==> config.mk <==
export PLATFORM = sky130hd
export DESIGN_NAME = acc_analog_compare_unit
export DESIGN_NICKNAME = d
export VERILOG_FILES = /design/src/logic/acc_edge_detect.v /design/src/logic/acc_analog_compare_unit.v
export VERILOG_INCLUDE_DIRS = /design/src /design/src/logic
export SDC_FILE = /design/constraint.sdc
export NUM_CORES = 1
export LEC_CHECK = 0
export BUFFER_PORTS_ARGS = -buffer_cell sky130_fd_sc_hd__buf_2
export CAP_MARGIN = 10
export CORE_ASPECT_RATIO = 0.8
export CORE_MARGIN = 3
export CORE_UTILIZATION = 25
export CTS_CLUSTER_SIZE = 30
export DETAILED_ROUTE_END_ITERATION = 12
export GPL_ROUTABILITY_DRIVEN = 1
export SETUP_SLACK_MARGIN = 0.5
export SLEW_MARGIN = 20
export SYNTH_ARGS = -nofsm -noshare
export SYNTH_HDL_FRONTEND = slang
export SYNTH_HIERARCHICAL = 1
export SYNTH_SLANG_ARGS = --single-unit
==> constraint.sdc <==
create_clock -name CLOCK -period 2.9 [get_ports CLOCK]
set_input_delay 0 -clock CLOCK [delete_from_list [all_inputs] [get_ports CLOCK]]
set_output_delay 0 -clock CLOCK [all_outputs]
set_load 0.05 [all_outputs]
==> src/logic/acc_regs.vh <==
`ifndef ACC_REGS_VH
`define ACC_REGS_VH

// ----------------------------------------------------------------
// Register offsets (byte addresses on the plain register port)
// ----------------------------------------------------------------
`define ACC_ADDR_STATUS_CONTROL 8'h00
`define ACC_ADDR_SYSTEM_OPTIONS 8'h01
`define ACC_ADDR_POWER_CONTROL 8'h02
`define ACC_ADDR_MODE_STATUS 8'h03

// ----------------------------------------------------------------
// Status and control field positions
// ----------------------------------------------------------------
`define ACC_SC_MODULE_ENABLE 7
`define ACC_SC_REF_SELECT 6
`define ACC_SC_EVENT_FLAG 5
`define ACC_SC_IRQ_ENABLE 4
`define ACC_SC_RESULT_BIT 3
`define ACC_SC_PIN_DRIVE 2
`define ACC_SC_EDGE_HI 1
`define ACC_SC_EDGE_LO 0

// ----------------------------------------------------------------
// Option, power and mode status field positions
// ----------------------------------------------------------------
`define ACC_OPT_CAPTURE_ROUTE 0
`define ACC_PWR_BANDGAP_BUFFER 0
`define ACC_MS_WAIT 0
`define ACC_MS_LIGHT_STOP 1
`define ACC_MS_ROUTED 2
`define ACC_MS_PIN_DRIVEN 3
`define ACC_MS_REF_UNBUFFERED 4

// ----------------------------------------------------------------
// Edge select encodings
// ----------------------------------------------------------------
`define ACC_EDGE_FALL_A 2'h0
`define ACC_EDGE_RISE 2'h1
`define ACC_EDGE_FALL_B 2'h2
`define ACC_EDGE_BOTH 2'h3

// ----------------------------------------------------------------
// Reset values
// ----------------------------------------------------------------
`define ACC_SC_RESET 8'h00
`define ACC_OPT_RESET 1'h0
`define ACC_PWR_RESET 1'h0
`define ACC_EDGE_RESET 2'h0

`endif

==> src/logic/acc_edge_detect.v <==
`timescale 1ns/1ps
`include "acc_regs.vh"

module acc_edge_detect (
  input wire clk,
  input wire rst,
  input wire async_in,
  input wire enable,
  input wire [1:0] edge_sel,
  output reg level_q,
  output reg event_q
);

  // ----------------------------------------------------------------
  // Synchroniser and edge history
  // ----------------------------------------------------------------
  reg meta_q;
  reg sync_q;
  reg prev_q;
  reg armed_q;
  reg rise;
  reg fall;
  reg hit;

  // Two stages; only sync_q reads meta_q
  always @(posedge clk or posedge rst) begin
    if (rst) begin
      meta_q <= 1'b0;
      sync_q <= 1'b0;
      prev_q <= 1'b0;
      armed_q <= 1'b0;
    end else begin
      meta_q <= async_in;
      sync_q <= meta_q;
      prev_q <= sync_q;
      armed_q <= enable;
    end
  end

  // Edge select decode; armed_q hides the edge seen at enable
  always @* begin
    rise = sync_q & ~prev_q;
    fall = ~sync_q & prev_q;
    case (edge_sel)
      `ACC_EDGE_FALL_A: hit = fall;
      `ACC_EDGE_RISE: hit = rise;
      `ACC_EDGE_FALL_B: hit = fall;
      default: hit = rise | fall;
    endcase
  end

  // Registered level and one-cycle event
  always @(posedge clk or posedge rst) begin
    if (rst) begin
      level_q <= 1'b0;
      event_q <= 1'b0;
    end else begin
      level_q <= enable & sync_q;
      event_q <= enable & armed_q & hit;
    end
  end

endmodule // acc_edge_detect

==> src/logic/acc_analog_compare_unit.v <==
`timescale 1ns/1ps
`include "acc_regs.vh"

module acc_analog_compare_unit (
  input wire CLOCK,
  input wire RESET,
  input wire [7:0] ADDR,
  input wire [7:0] WDATA,
  input wire WR,
  input wire RD,
  output reg [7:0] RDATA,
  input wire CMP_RAW,
  input wire TIMER_PIN_IN,
  input wire WAIT_MODE,
  input wire LIGHT_STOP,
  input wire DEEP_STOP,
  output reg CMP_POWER_ON,
  output reg REF_BANDGAP_SEL,
  output reg BANDGAP_BUFFER_ON,
  output reg RESULT_PIN_OUT,
  output reg RESULT_PIN_OE,
  output reg TIMER_CAPTURE_IN,
  output reg TIMER_PIN_CONNECT,
  output reg IRQ,
  output reg WAKEUP
);

  // ----------------------------------------------------------------
  // Control and status state
  // ----------------------------------------------------------------
  reg compare_module_enable_q;
  reg compare_module_enable_d;
  reg reference_source_select_q;
  reg reference_source_select_d;
  reg compare_event_flag_q;
  reg compare_event_flag_d;
  reg compare_irq_enable_q;
  reg compare_irq_enable_d;
  reg compare_pin_drive_enable_q;
  reg compare_pin_drive_enable_d;
  reg [1:0] compare_edge_select_q;
  reg [1:0] compare_edge_select_d;
  reg compare_to_capture_route_q;
  reg compare_to_capture_route_d;
  reg bandgap_buffer_enable_q;
  reg bandgap_buffer_enable_d;

  // ----------------------------------------------------------------
  // Decoded strobes and derived values
  // ----------------------------------------------------------------
  reg wr_sc;
  reg wr_opt;
  reg wr_pwr;
  reg [7:0] read_mux;
  wire compare_level;
  wire compare_event;
  wire timer_pin_level;
  wire compare_result_bit;
  wire [7:0] sc_view;
  wire [7:0] mode_view;
  wire irq_d;
  wire low_power;

  // ----------------------------------------------------------------
  // Comparator synchroniser and edge detector
  // ----------------------------------------------------------------

  // Detector sees the enable only; wait and light stop never gate it, deep stop clears the enable
  acc_edge_detect u_cmp_edge (
    .clk(CLOCK),
    .rst(RESET),
    .async_in(CMP_RAW),
    .enable(compare_module_enable_q),
    .edge_sel(compare_edge_select_q),
    .level_q(compare_level),
    .event_q(compare_event)
  );

  // Timer pin is foreign to this clock, so it is synchronised too
  acc_edge_detect u_pin_sync (
    .clk(CLOCK),
    .rst(RESET),
    .async_in(TIMER_PIN_IN),
    .enable(1'b1),
    .edge_sel(`ACC_EDGE_BOTH),
    .level_q(timer_pin_level),
    .event_q()
  );

  // Level already cleared one cycle late; gate for an exact read
  assign compare_result_bit = compare_module_enable_q & compare_level;

  // ----------------------------------------------------------------
  // Address decode
  // ----------------------------------------------------------------

  // Write strobes per register; unmapped writes fall through
  always @* begin
    wr_sc = 1'b0;
    wr_opt = 1'b0;
    wr_pwr = 1'b0;
    if (WR && ADDR == `ACC_ADDR_STATUS_CONTROL) begin
      wr_sc = 1'b1;
    end else if (WR && ADDR == `ACC_ADDR_SYSTEM_OPTIONS) begin
      wr_opt = 1'b1;
    end else if (WR && ADDR == `ACC_ADDR_POWER_CONTROL) begin
      wr_pwr = 1'b1;
    end
  end

  // ----------------------------------------------------------------
  // Control register next state
  // ----------------------------------------------------------------

  // Deep stop acts as a synchronous reset of every field
  always @* begin
    compare_module_enable_d = compare_module_enable_q;
    reference_source_select_d = reference_source_select_q;
    compare_irq_enable_d = compare_irq_enable_q;
    compare_pin_drive_enable_d = compare_pin_drive_enable_q;
    compare_edge_select_d = compare_edge_select_q;
    compare_to_capture_route_d = compare_to_capture_route_q;
    bandgap_buffer_enable_d = bandgap_buffer_enable_q;
    if (DEEP_STOP) begin
      compare_module_enable_d = 1'b0;
      reference_source_select_d = 1'b0;
      compare_irq_enable_d = 1'b0;
      compare_pin_drive_enable_d = 1'b0;
      compare_edge_select_d = `ACC_EDGE_RESET;
      compare_to_capture_route_d = `ACC_OPT_RESET;
      bandgap_buffer_enable_d = `ACC_PWR_RESET;
    end else begin
      if (wr_sc) begin
        compare_module_enable_d = WDATA[`ACC_SC_MODULE_ENABLE];
        reference_source_select_d = WDATA[`ACC_SC_REF_SELECT];
        compare_irq_enable_d = WDATA[`ACC_SC_IRQ_ENABLE];
        compare_pin_drive_enable_d = WDATA[`ACC_SC_PIN_DRIVE];
        compare_edge_select_d = WDATA[`ACC_SC_EDGE_HI:`ACC_SC_EDGE_LO];
      end
      if (wr_opt) begin
        compare_to_capture_route_d = WDATA[`ACC_OPT_CAPTURE_ROUTE];
      end
      if (wr_pwr) begin
        bandgap_buffer_enable_d = WDATA[`ACC_PWR_BANDGAP_BUFFER];
      end
    end
  end

  // ----------------------------------------------------------------
  // Event flag
  // ----------------------------------------------------------------

  // Write-one clears; a same-cycle event wins so none is lost
  always @* begin
    compare_event_flag_d = compare_event_flag_q;
    if (wr_sc && WDATA[`ACC_SC_EVENT_FLAG]) begin
      compare_event_flag_d = 1'b0;
    end
    if (compare_event) begin
      compare_event_flag_d = 1'b1;
    end
    if (DEEP_STOP) begin
      compare_event_flag_d = 1'b0;
    end
  end

  // ----------------------------------------------------------------
  // State registers
  // ----------------------------------------------------------------

  // Asynchronous reset covers reset exit from light stop
  always @(posedge CLOCK or posedge RESET) begin
    if (RESET) begin
      compare_module_enable_q <= 1'b0;
      reference_source_select_q <= 1'b0;
      compare_event_flag_q <= 1'b0;
      compare_irq_enable_q <= 1'b0;
      compare_pin_drive_enable_q <= 1'b0;
      compare_edge_select_q <= `ACC_EDGE_RESET;
      compare_to_capture_route_q <= `ACC_OPT_RESET;
      bandgap_buffer_enable_q <= `ACC_PWR_RESET;
    end else begin
      compare_module_enable_q <= compare_module_enable_d;
      reference_source_select_q <= reference_source_select_d;
      compare_event_flag_q <= compare_event_flag_d;
      compare_irq_enable_q <= compare_irq_enable_d;
      compare_pin_drive_enable_q <= compare_pin_drive_enable_d;
      compare_edge_select_q <= compare_edge_select_d;
      compare_to_capture_route_q <= compare_to_capture_route_d;
      bandgap_buffer_enable_q <= bandgap_buffer_enable_d;
    end
  end

  // ----------------------------------------------------------------
  // Interrupt and wake-up
  // ----------------------------------------------------------------

  // Built from next state so IRQ lines up with the flag register
  assign irq_d = compare_event_flag_d & compare_irq_enable_d;
  assign low_power = WAIT_MODE | LIGHT_STOP;

  // Wake is the request qualified by a low-power mode
  always @(posedge CLOCK or posedge RESET) begin
    if (RESET) begin
      IRQ <= 1'b0;
      WAKEUP <= 1'b0;
    end else begin
      IRQ <= irq_d;
      WAKEUP <= irq_d & low_power;
    end
  end

  // ----------------------------------------------------------------
  // Analog core controls, result pin and capture routing
  // ----------------------------------------------------------------

  // Only deep stop touches these, so wait and light stop keep them live
  always @(posedge CLOCK or posedge RESET) begin
    if (RESET) begin
      CMP_POWER_ON <= 1'b0;
      REF_BANDGAP_SEL <= 1'b0;
      BANDGAP_BUFFER_ON <= 1'b0;
      RESULT_PIN_OUT <= 1'b0;
      RESULT_PIN_OE <= 1'b0;
      TIMER_CAPTURE_IN <= 1'b0;
      TIMER_PIN_CONNECT <= 1'b1;
    end else begin
      CMP_POWER_ON <= compare_module_enable_d & ~DEEP_STOP;
      REF_BANDGAP_SEL <= reference_source_select_d;
      BANDGAP_BUFFER_ON <= bandgap_buffer_enable_d;
      RESULT_PIN_OUT <= compare_pin_drive_enable_q & compare_result_bit;
      RESULT_PIN_OE <= compare_pin_drive_enable_d & compare_module_enable_d;
      if (compare_to_capture_route_q) begin
        TIMER_CAPTURE_IN <= compare_result_bit;
      end else begin
        TIMER_CAPTURE_IN <= timer_pin_level;
      end
      TIMER_PIN_CONNECT <= ~compare_to_capture_route_d;
    end
  end

  // ----------------------------------------------------------------
  // Read path
  // ----------------------------------------------------------------

  assign sc_view = {compare_module_enable_q, reference_source_select_q,
                    compare_event_flag_q, compare_irq_enable_q,
                    compare_result_bit, compare_pin_drive_enable_q,
                    compare_edge_select_q};

  // Unbuffered flag warns that the bandgap was chosen without its buffer
  assign mode_view = {3'h0,
                      reference_source_select_q & ~bandgap_buffer_enable_q,
                      compare_pin_drive_enable_q & compare_module_enable_q,
                      compare_to_capture_route_q,
                      LIGHT_STOP,
                      WAIT_MODE};

  // Unmapped offsets read as zero
  always @* begin
    if (ADDR == `ACC_ADDR_STATUS_CONTROL) begin
      read_mux = sc_view;
    end else if (ADDR == `ACC_ADDR_SYSTEM_OPTIONS) begin
      read_mux = {7'h00, compare_to_capture_route_q};
    end else if (ADDR == `ACC_ADDR_POWER_CONTROL) begin
      read_mux = {7'h00, bandgap_buffer_enable_q};
    end else if (ADDR == `ACC_ADDR_MODE_STATUS) begin
      read_mux = mode_view;
    end else begin
      read_mux = 8'h00;
    end
  end

  // Data stand only in the cycle after the read strobe
  always @(posedge CLOCK or posedge RESET) begin
    if (RESET) begin
      RDATA <= 8'h00;
    end else if (RD) begin
      RDATA <= read_mux;
    end else begin
      RDATA <= 8'h00;
    end
  end

endmodule // acc_analog_compare_unit

==> results.md, run 1 <==
- CP Cell Sequence: buf_2 -> nor4_4 -> and4_1 -> mux2i_1 -> nor4_2
- Slew at the pin closest to its max-slew limit: 0.833 ns
- Vias per inst: 4.31
- Die footprint: 0.00614 mm²
- R2r startpoint: compare_to_capture_route_q
- Hpwl dp: 2260 µm
- R2r endpoint: RDATA[0]
- Worst hold stages: 3
- Total number of vias: 982
- Initial DRT Pass Iterations: 4
- VDD IR-drop max: 223 µV
- H-tree depth: 2
- Initial core utilization: 27.1%
- Final setup TNS: 0 ns
- Hold Crit Start: LIGHT_STOP
- Max_slew headroom: 44.4%
- Top reg by flops: RDATA
- Post_cts resized: 0
- Status: finished clean
- Layout cells sized above 1: 32.1%
- Final Cell Area: 0.00172 mm²
- DRC Markers: 0
- Min-delay worst type: in -> reg
- Setup CP Type: in -> reg
- Routed wire length per instance: 12.7 µm
- I/O pins: 42
- CP endpoint kind: flop
- Leak pwr: 0.868 nW
- RSZ-0062 raised after global routing: false
- WL met1: 1380 µm
- Worst Setup Start Kind: input port
- Worst-path maximum fanout: 7
- Clock Skews: 0.00337 ns
- Initial antenna violation count: 0
- WL met3: 199 µm
- Pins Over Slew Limit: 0
- Routed wire length: 2890 µm
- Final #Nets: 194
- Tcrit/Tclk final: 45.3%
- CTS tree: done
- Global route overflow: 0
- Synthesis-to-layout area growth: 31.5%
- Netlist Area Pre-Place: 0.00131 mm²
- Max Used Layer: met4
- Port Buffers: 40
- Worst path max stage delay: 0.46 ns
- Die Ht: 70.7 µm
- Mapped Avg Cell Area: 11.3 µm²
- Max reg flops: 8
- Antenna-violating nets left: 0
- First DRT Iteration DRCs: 29
- CTS root buf: clkbuf_8
- Routed length on met2: 1280 µm
- First-pass GRT wire length: 4700 µm
- Clock-pin slew on the worst setup and hold paths: 0.06 ns
- Vias in the first global route: 1006
- Gate Count Post-Synth: 116
- R2r setup slk: 1.72 ns
- Total power per unit cell area: 480 mW/mm²
- Clk buf depth: 2
- Worst Path Required: 3.05 ns
- Setup violators final: 0
- Core Footprint: 0.00482 mm²
- Row Count: 22
- Crit path DAT: 1.46 ns
- Max_cap viols: 0
- Fillers: 487
- Largest net degree at the start of global routing: 24
- Maximum clock rate: 762 MHz
- Routability Congestion: 0.793
- Clk sinks: 32
- Die span in x: 86.9 µm
- Worst R2R Path Depth: 2
- GRT Overall Usage: 10.2%
- Hold Fails Final Rpt: 0
- Worst path slowest cell: and4_1
- N_diodes: 0
- Syn_nets: 143
- Area after DPL: 0.00156 mm²
- Post-CTS Setup Inserts: 0
- Final min period: 1.31 ns
- Ys Warns: 6
- Clk Latency, worst-skew pair: 0.27 ns
- Biggest regs: RDATA (8), compare_edge_select_q (2)
- CTS buffer count: 5
- Hold EP: RDATA[1]
## cell type report
| cell class | instances | area (µm²) | share of cell area (%) |
|---|---|---|---|
| tap | 60 | 75.1 | 4.37 |
| clock buffer | 7 | 76.3 | 4.44 |
| timing repair buffer | 48 | 280 | 16.3 |
| multi-input combinational | 74 | 458 | 26.6 |
| inverter | 6 | 22.5 | 1.31 |
| sequential | 32 | 802 | 46.7 |
| clock inverter | 1 | 5.00 | 0.291 |
## where the power goes
group	switching, mW	total [mW]	internal (mW)
Sequential	0.00192	0.454	0.452
Combinational	0.0337	0.0583	0.0246
Clock	0.145	0.312	0.168
Total	0.180	0.824	0.644
## worst max path at each step
| stage | start | end | slack, ns | cells past startpoint |
|---|---|---|---|---|
| 6_report | ADDR[5] | WAKEUP | 1.59 | 5 |
| 5_1_grt | ADDR[5] | WAKEUP | 1.46 | 5 |
| 4_1_cts | ADDR[5] | WAKEUP | 1.61 | 5 |
| 3_5_place_dp | ADDR[5] | WAKEUP | 1.31 | 5 |
| 3_3_place_gp | ADDR[5] | WAKEUP | 1.35 | 5 |
| 2_1_floorplan | BANDGAP_BUFFER_ON | RDATA[0] | 1.57 | 2 |
## metal layers
metal	vias to the layer above	track usage, %
met5	-	0
met4	0	5.19
met3	5	2.91
met2	33	14.9
met1	450	13.6
li1	494	-
## layout by cell type, fill, tap and decap left out
master,count
buf_2,40
dfrtp_1,31
nand2_1,15
a21oi_1,9
nand3_1,9
dlygate4sd3_1,8
nor2_1,7
inv_1,6
and3_1,5
clkbuf_8,5
and2_1,4
nand4_1,3
mux2i_1,3
nor2b_1,2
nand4b_1,2
clkbuf_1,2
ha_1,2
dfstp_2,1
nor4_4,1
nor2_2,1
and4_1,1
and3_2,1
mux4_2,1
or2_2,1
o21ai_0,1
nand3b_1,1
o22ai_1,1
nor3_1,1
nor4_2,1
clkinv_2,1
o31ai_2,1
conb_1,1
## critical path, delay by kind of cell
family	cells	cell delay [ns]
AND/OR/NAND/NOR	3	0.98
multiplexers	1	0.37
buffers and inverters	1	0.11
## stage by stage
| step | hold WS, ns | std cells | util, % | setup slack [ns] | power [mW] |
|---|---|---|---|---|---|
| final | 0.0299 | 228 | 35.7 | 1.59 | 0.824 |
| after detailed placement | -0.109 | 212 | 32.3 | 1.31 | 0.513 |
| after CTS | 0.0228 | 228 | 35.7 | 1.61 | 0.838 |
| after global routing | 0.0550 | 228 | 35.7 | 1.46 | 0.858 |
| after floorplan | -0.246 | 116 | - | 1.57 | 0.487 |
| after global placement | -0.114 | 212 | 32.3 | 1.35 | 0.513 |
## timing repair
item / 4_1_cts / 5_1_grt
hold buffers: 8 / 0
endpoints found under the hold margin: 39 / 0
endpoints found under the setup margin: 0 / 0
No activity file was read; power rests on OpenSTA's default activity.
==> inputs of run 2 (changes only) <==
==> constraint.sdc (replaced) <==
create_clock -name CLOCK -period 1.2 [get_ports CLOCK]
set_input_delay 0 -clock CLOCK [delete_from_list [all_inputs] [get_ports CLOCK]]
set_output_delay 0 -clock CLOCK [all_outputs]
set_load 0.05 [all_outputs]
==> results.md, run 2 (same netlist as run 1, synthesis figures left out) <==
- Net Sw Power: 0.491 mW
- Port Buffers: 40
- Seq. cell area: 807 µm²
- VDD IR-drop max: 502 µV
- Die footprint: 0.00614 mm²
- Final WS setup: 0.0915 ns
- Hold Crit Start: WDATA[0]
- Multi-input gate area: 644 µm²
- Tcrit/Tclk final: 92.4%
- Min-delay worst type: in -> reg
- DRC Markers: 0
- Routed wire length: 3490 µm
- Clock-pin slew on the worst setup and hold paths: 0.07 ns
- Placed Cells incl. Taps: 220
- Routability Congestion: 0.823
- Routed wire length per instance: 14.0 µm
- R2r startpoint: BANDGAP_BUFFER_ON
- Global-route track usage on met1: 16.5%
- Core Footprint: 0.00482 mm²
- Hold EP: BANDGAP_BUFFER_ON
- Crit path DAT: 1.28 ns
- Fillers: 419
- Setup violators final: 0
- Synthesis-to-layout area growth: 74.1%
- Final setup TNS: 0 ns
- CTS root buf: clkbuf_8
- CTS buffer count: 5
- Area after DPL: 0.00166 mm²
- Status: finished clean
- First DRT Iteration DRCs: 50
- Top reg by flops: RDATA
- Vias in the first global route: 1104
- Hpwl dp: 2340 µm
- Max_cap viols: 0
- Clk Latency, worst-skew pair: 0.28 ns
- Row Count: 22
- Initial antenna violation count: 0
- Antenna-violating nets left: 0
- Clk sinks: 32
- Hold Fails Final Rpt: 0
- I/O pins: 42
- R2r setup slk: 0.09 ns
- Total power per unit cell area: 964 mW/mm²
- Worst hold stages: 3
- Worst-path maximum fanout: 2
- Final #Nets: 216
- Maximum clock rate: 902 MHz
- CP endpoint kind: flop
- N_diodes: 0
- Global route overflow: 0
- Die Ht: 70.7 µm
- Largest net degree at the start of global routing: 24
- Most frequent cells in the layout: 27 x dfrtp_1, 27 x buf_6, 21 x buf_2
- Initial DRT Pass Iterations: 4
- Layout cells sized above 1: 60.0%
- Pins Over Slew Limit: 0
- Initial core utilization: 27.1%
- Sequential Power Share: 49.9%
- CTS tree: done
- Max reg flops: 8
- M3 GR Usage: 3.61%
- Post-Place Setup Slack: 0.0170 ns
- First-pass GRT wire length: 5480 µm
- Worst path slowest cell: mux4_2
- Clk buf depth: 2
- Clk pwr share: 41.3%
- Worst R2R Path Depth: 2
- Worst Setup Start Kind: flop
- GRT Overall Usage: 11.8%
- R2r endpoint: RDATA[0]
- M2 GR Usage: 17.0%
- Worst Path Required: 1.38 ns
- H-tree depth: 2
- Die span in x: 86.9 µm
- Sw Share: 22.3%
- Biggest regs: RDATA (8), compare_edge_select_q (2)
- Vias per inst: 4.45
- Leak pwr: 1.02 nW
- Final min period: 1.11 ns
- Final Cell Area: 0.00228 mm²
- Clock Skews: 0.00554 ns
- Internal Power: 1.70 mW
- Busiest grt layer: met2
- RSZ-0062 raised after global routing: true
- Worst path max stage delay: 0.46 ns
- Setup CP Type: reg -> reg
- Combinational Power Share: 8.8%
- Final cell count without fillers: 250
- CP Cell Sequence: mux4_2 -> and2_4
- Total number of vias: 1113
- Finished Core Util: 47.2%
run 2: cell types whose count changed in the layout (fill, tap and decap cells not counted), sizes merged:
cell	before	now
clkbuf	7	8
clkinv	1	0
dlygate4sd3	8	10
buf	40	60
run 2: worst max path at each step:
stage / startpoint / to / slack (ns) / depth (start not counted)
2_1_floorplan: BANDGAP_BUFFER_ON / RDATA[0] / -0.03 / 2
3_3_place_gp: ADDR[2] / WAKEUP / 0.004 / 5
3_5_place_dp: ADDR[2] / IRQ / 0.02 / 5
4_1_cts: BANDGAP_BUFFER_ON / RDATA[0] / 0.10 / 2
5_1_grt: BANDGAP_BUFFER_ON / RDATA[0] / 0.07 / 2
6_report: BANDGAP_BUFFER_ON / RDATA[0] / 0.09 / 2
run 2: cell type report:
class                   instances  area share (%)
clock buffers                   8            4.40
multi-input cells              74            28.3
repair buffers                 70            27.5
flip-flops and latches         32            35.5
well taps                      60            3.30
inverters                       6           0.990
run 2: worst max-delay path, delay by kind of cell, from the launching register on:
kind          cells  cell delay, ns
flops             1            0.40
mux               1            0.46
simple gates      1            0.14
run 2: metrics by stage:
step                      hold slack [ns]  power (mW)
after floorplan                    -0.246        1.18
after global placement             -0.112        1.25
after detailed placement           -0.109        1.25
after CTS                          0.0142        2.20
after global routing               0.0357        2.29
final                              0.0273        2.19
run 2: what timing repair did:
action | 4_1_cts | 5_1_grt
hold endpoints to repair | 42 | 0
gates resized for setup | 64 | 22
pin swaps | 10 | 13
hold buffers | 10 | 0
endpoints found under the setup margin | 41 | 42
setup buffers | 9 | 3
run 2: power by group through the flow:
| stage | Clock [mW] | Sequential [mW] | Combinational (mW) |
|---|---|---|---|
| global route | 0.979 | 1.10 | 0.213 |
| global placement | 0 | 1.12 | 0.138 |
| CTS | 0.923 | 1.10 | 0.182 |
| finish | 0.905 | 1.10 | 0.193 |
| detailed placement | 0 | 1.12 | 0.138 |
| floorplan | 0 | 1.12 | 0.0580 |
run 2: layer usage:
| layer | vias up | routed length (µm) |
|---|---|---|
| met5 | - | 0 |
| li1 | 540 | - |
| met4 | 0 | 10 |
| met2 | 35 | 1730 |
| met3 | 2 | 180 |
| met1 | 536 | 1580 |
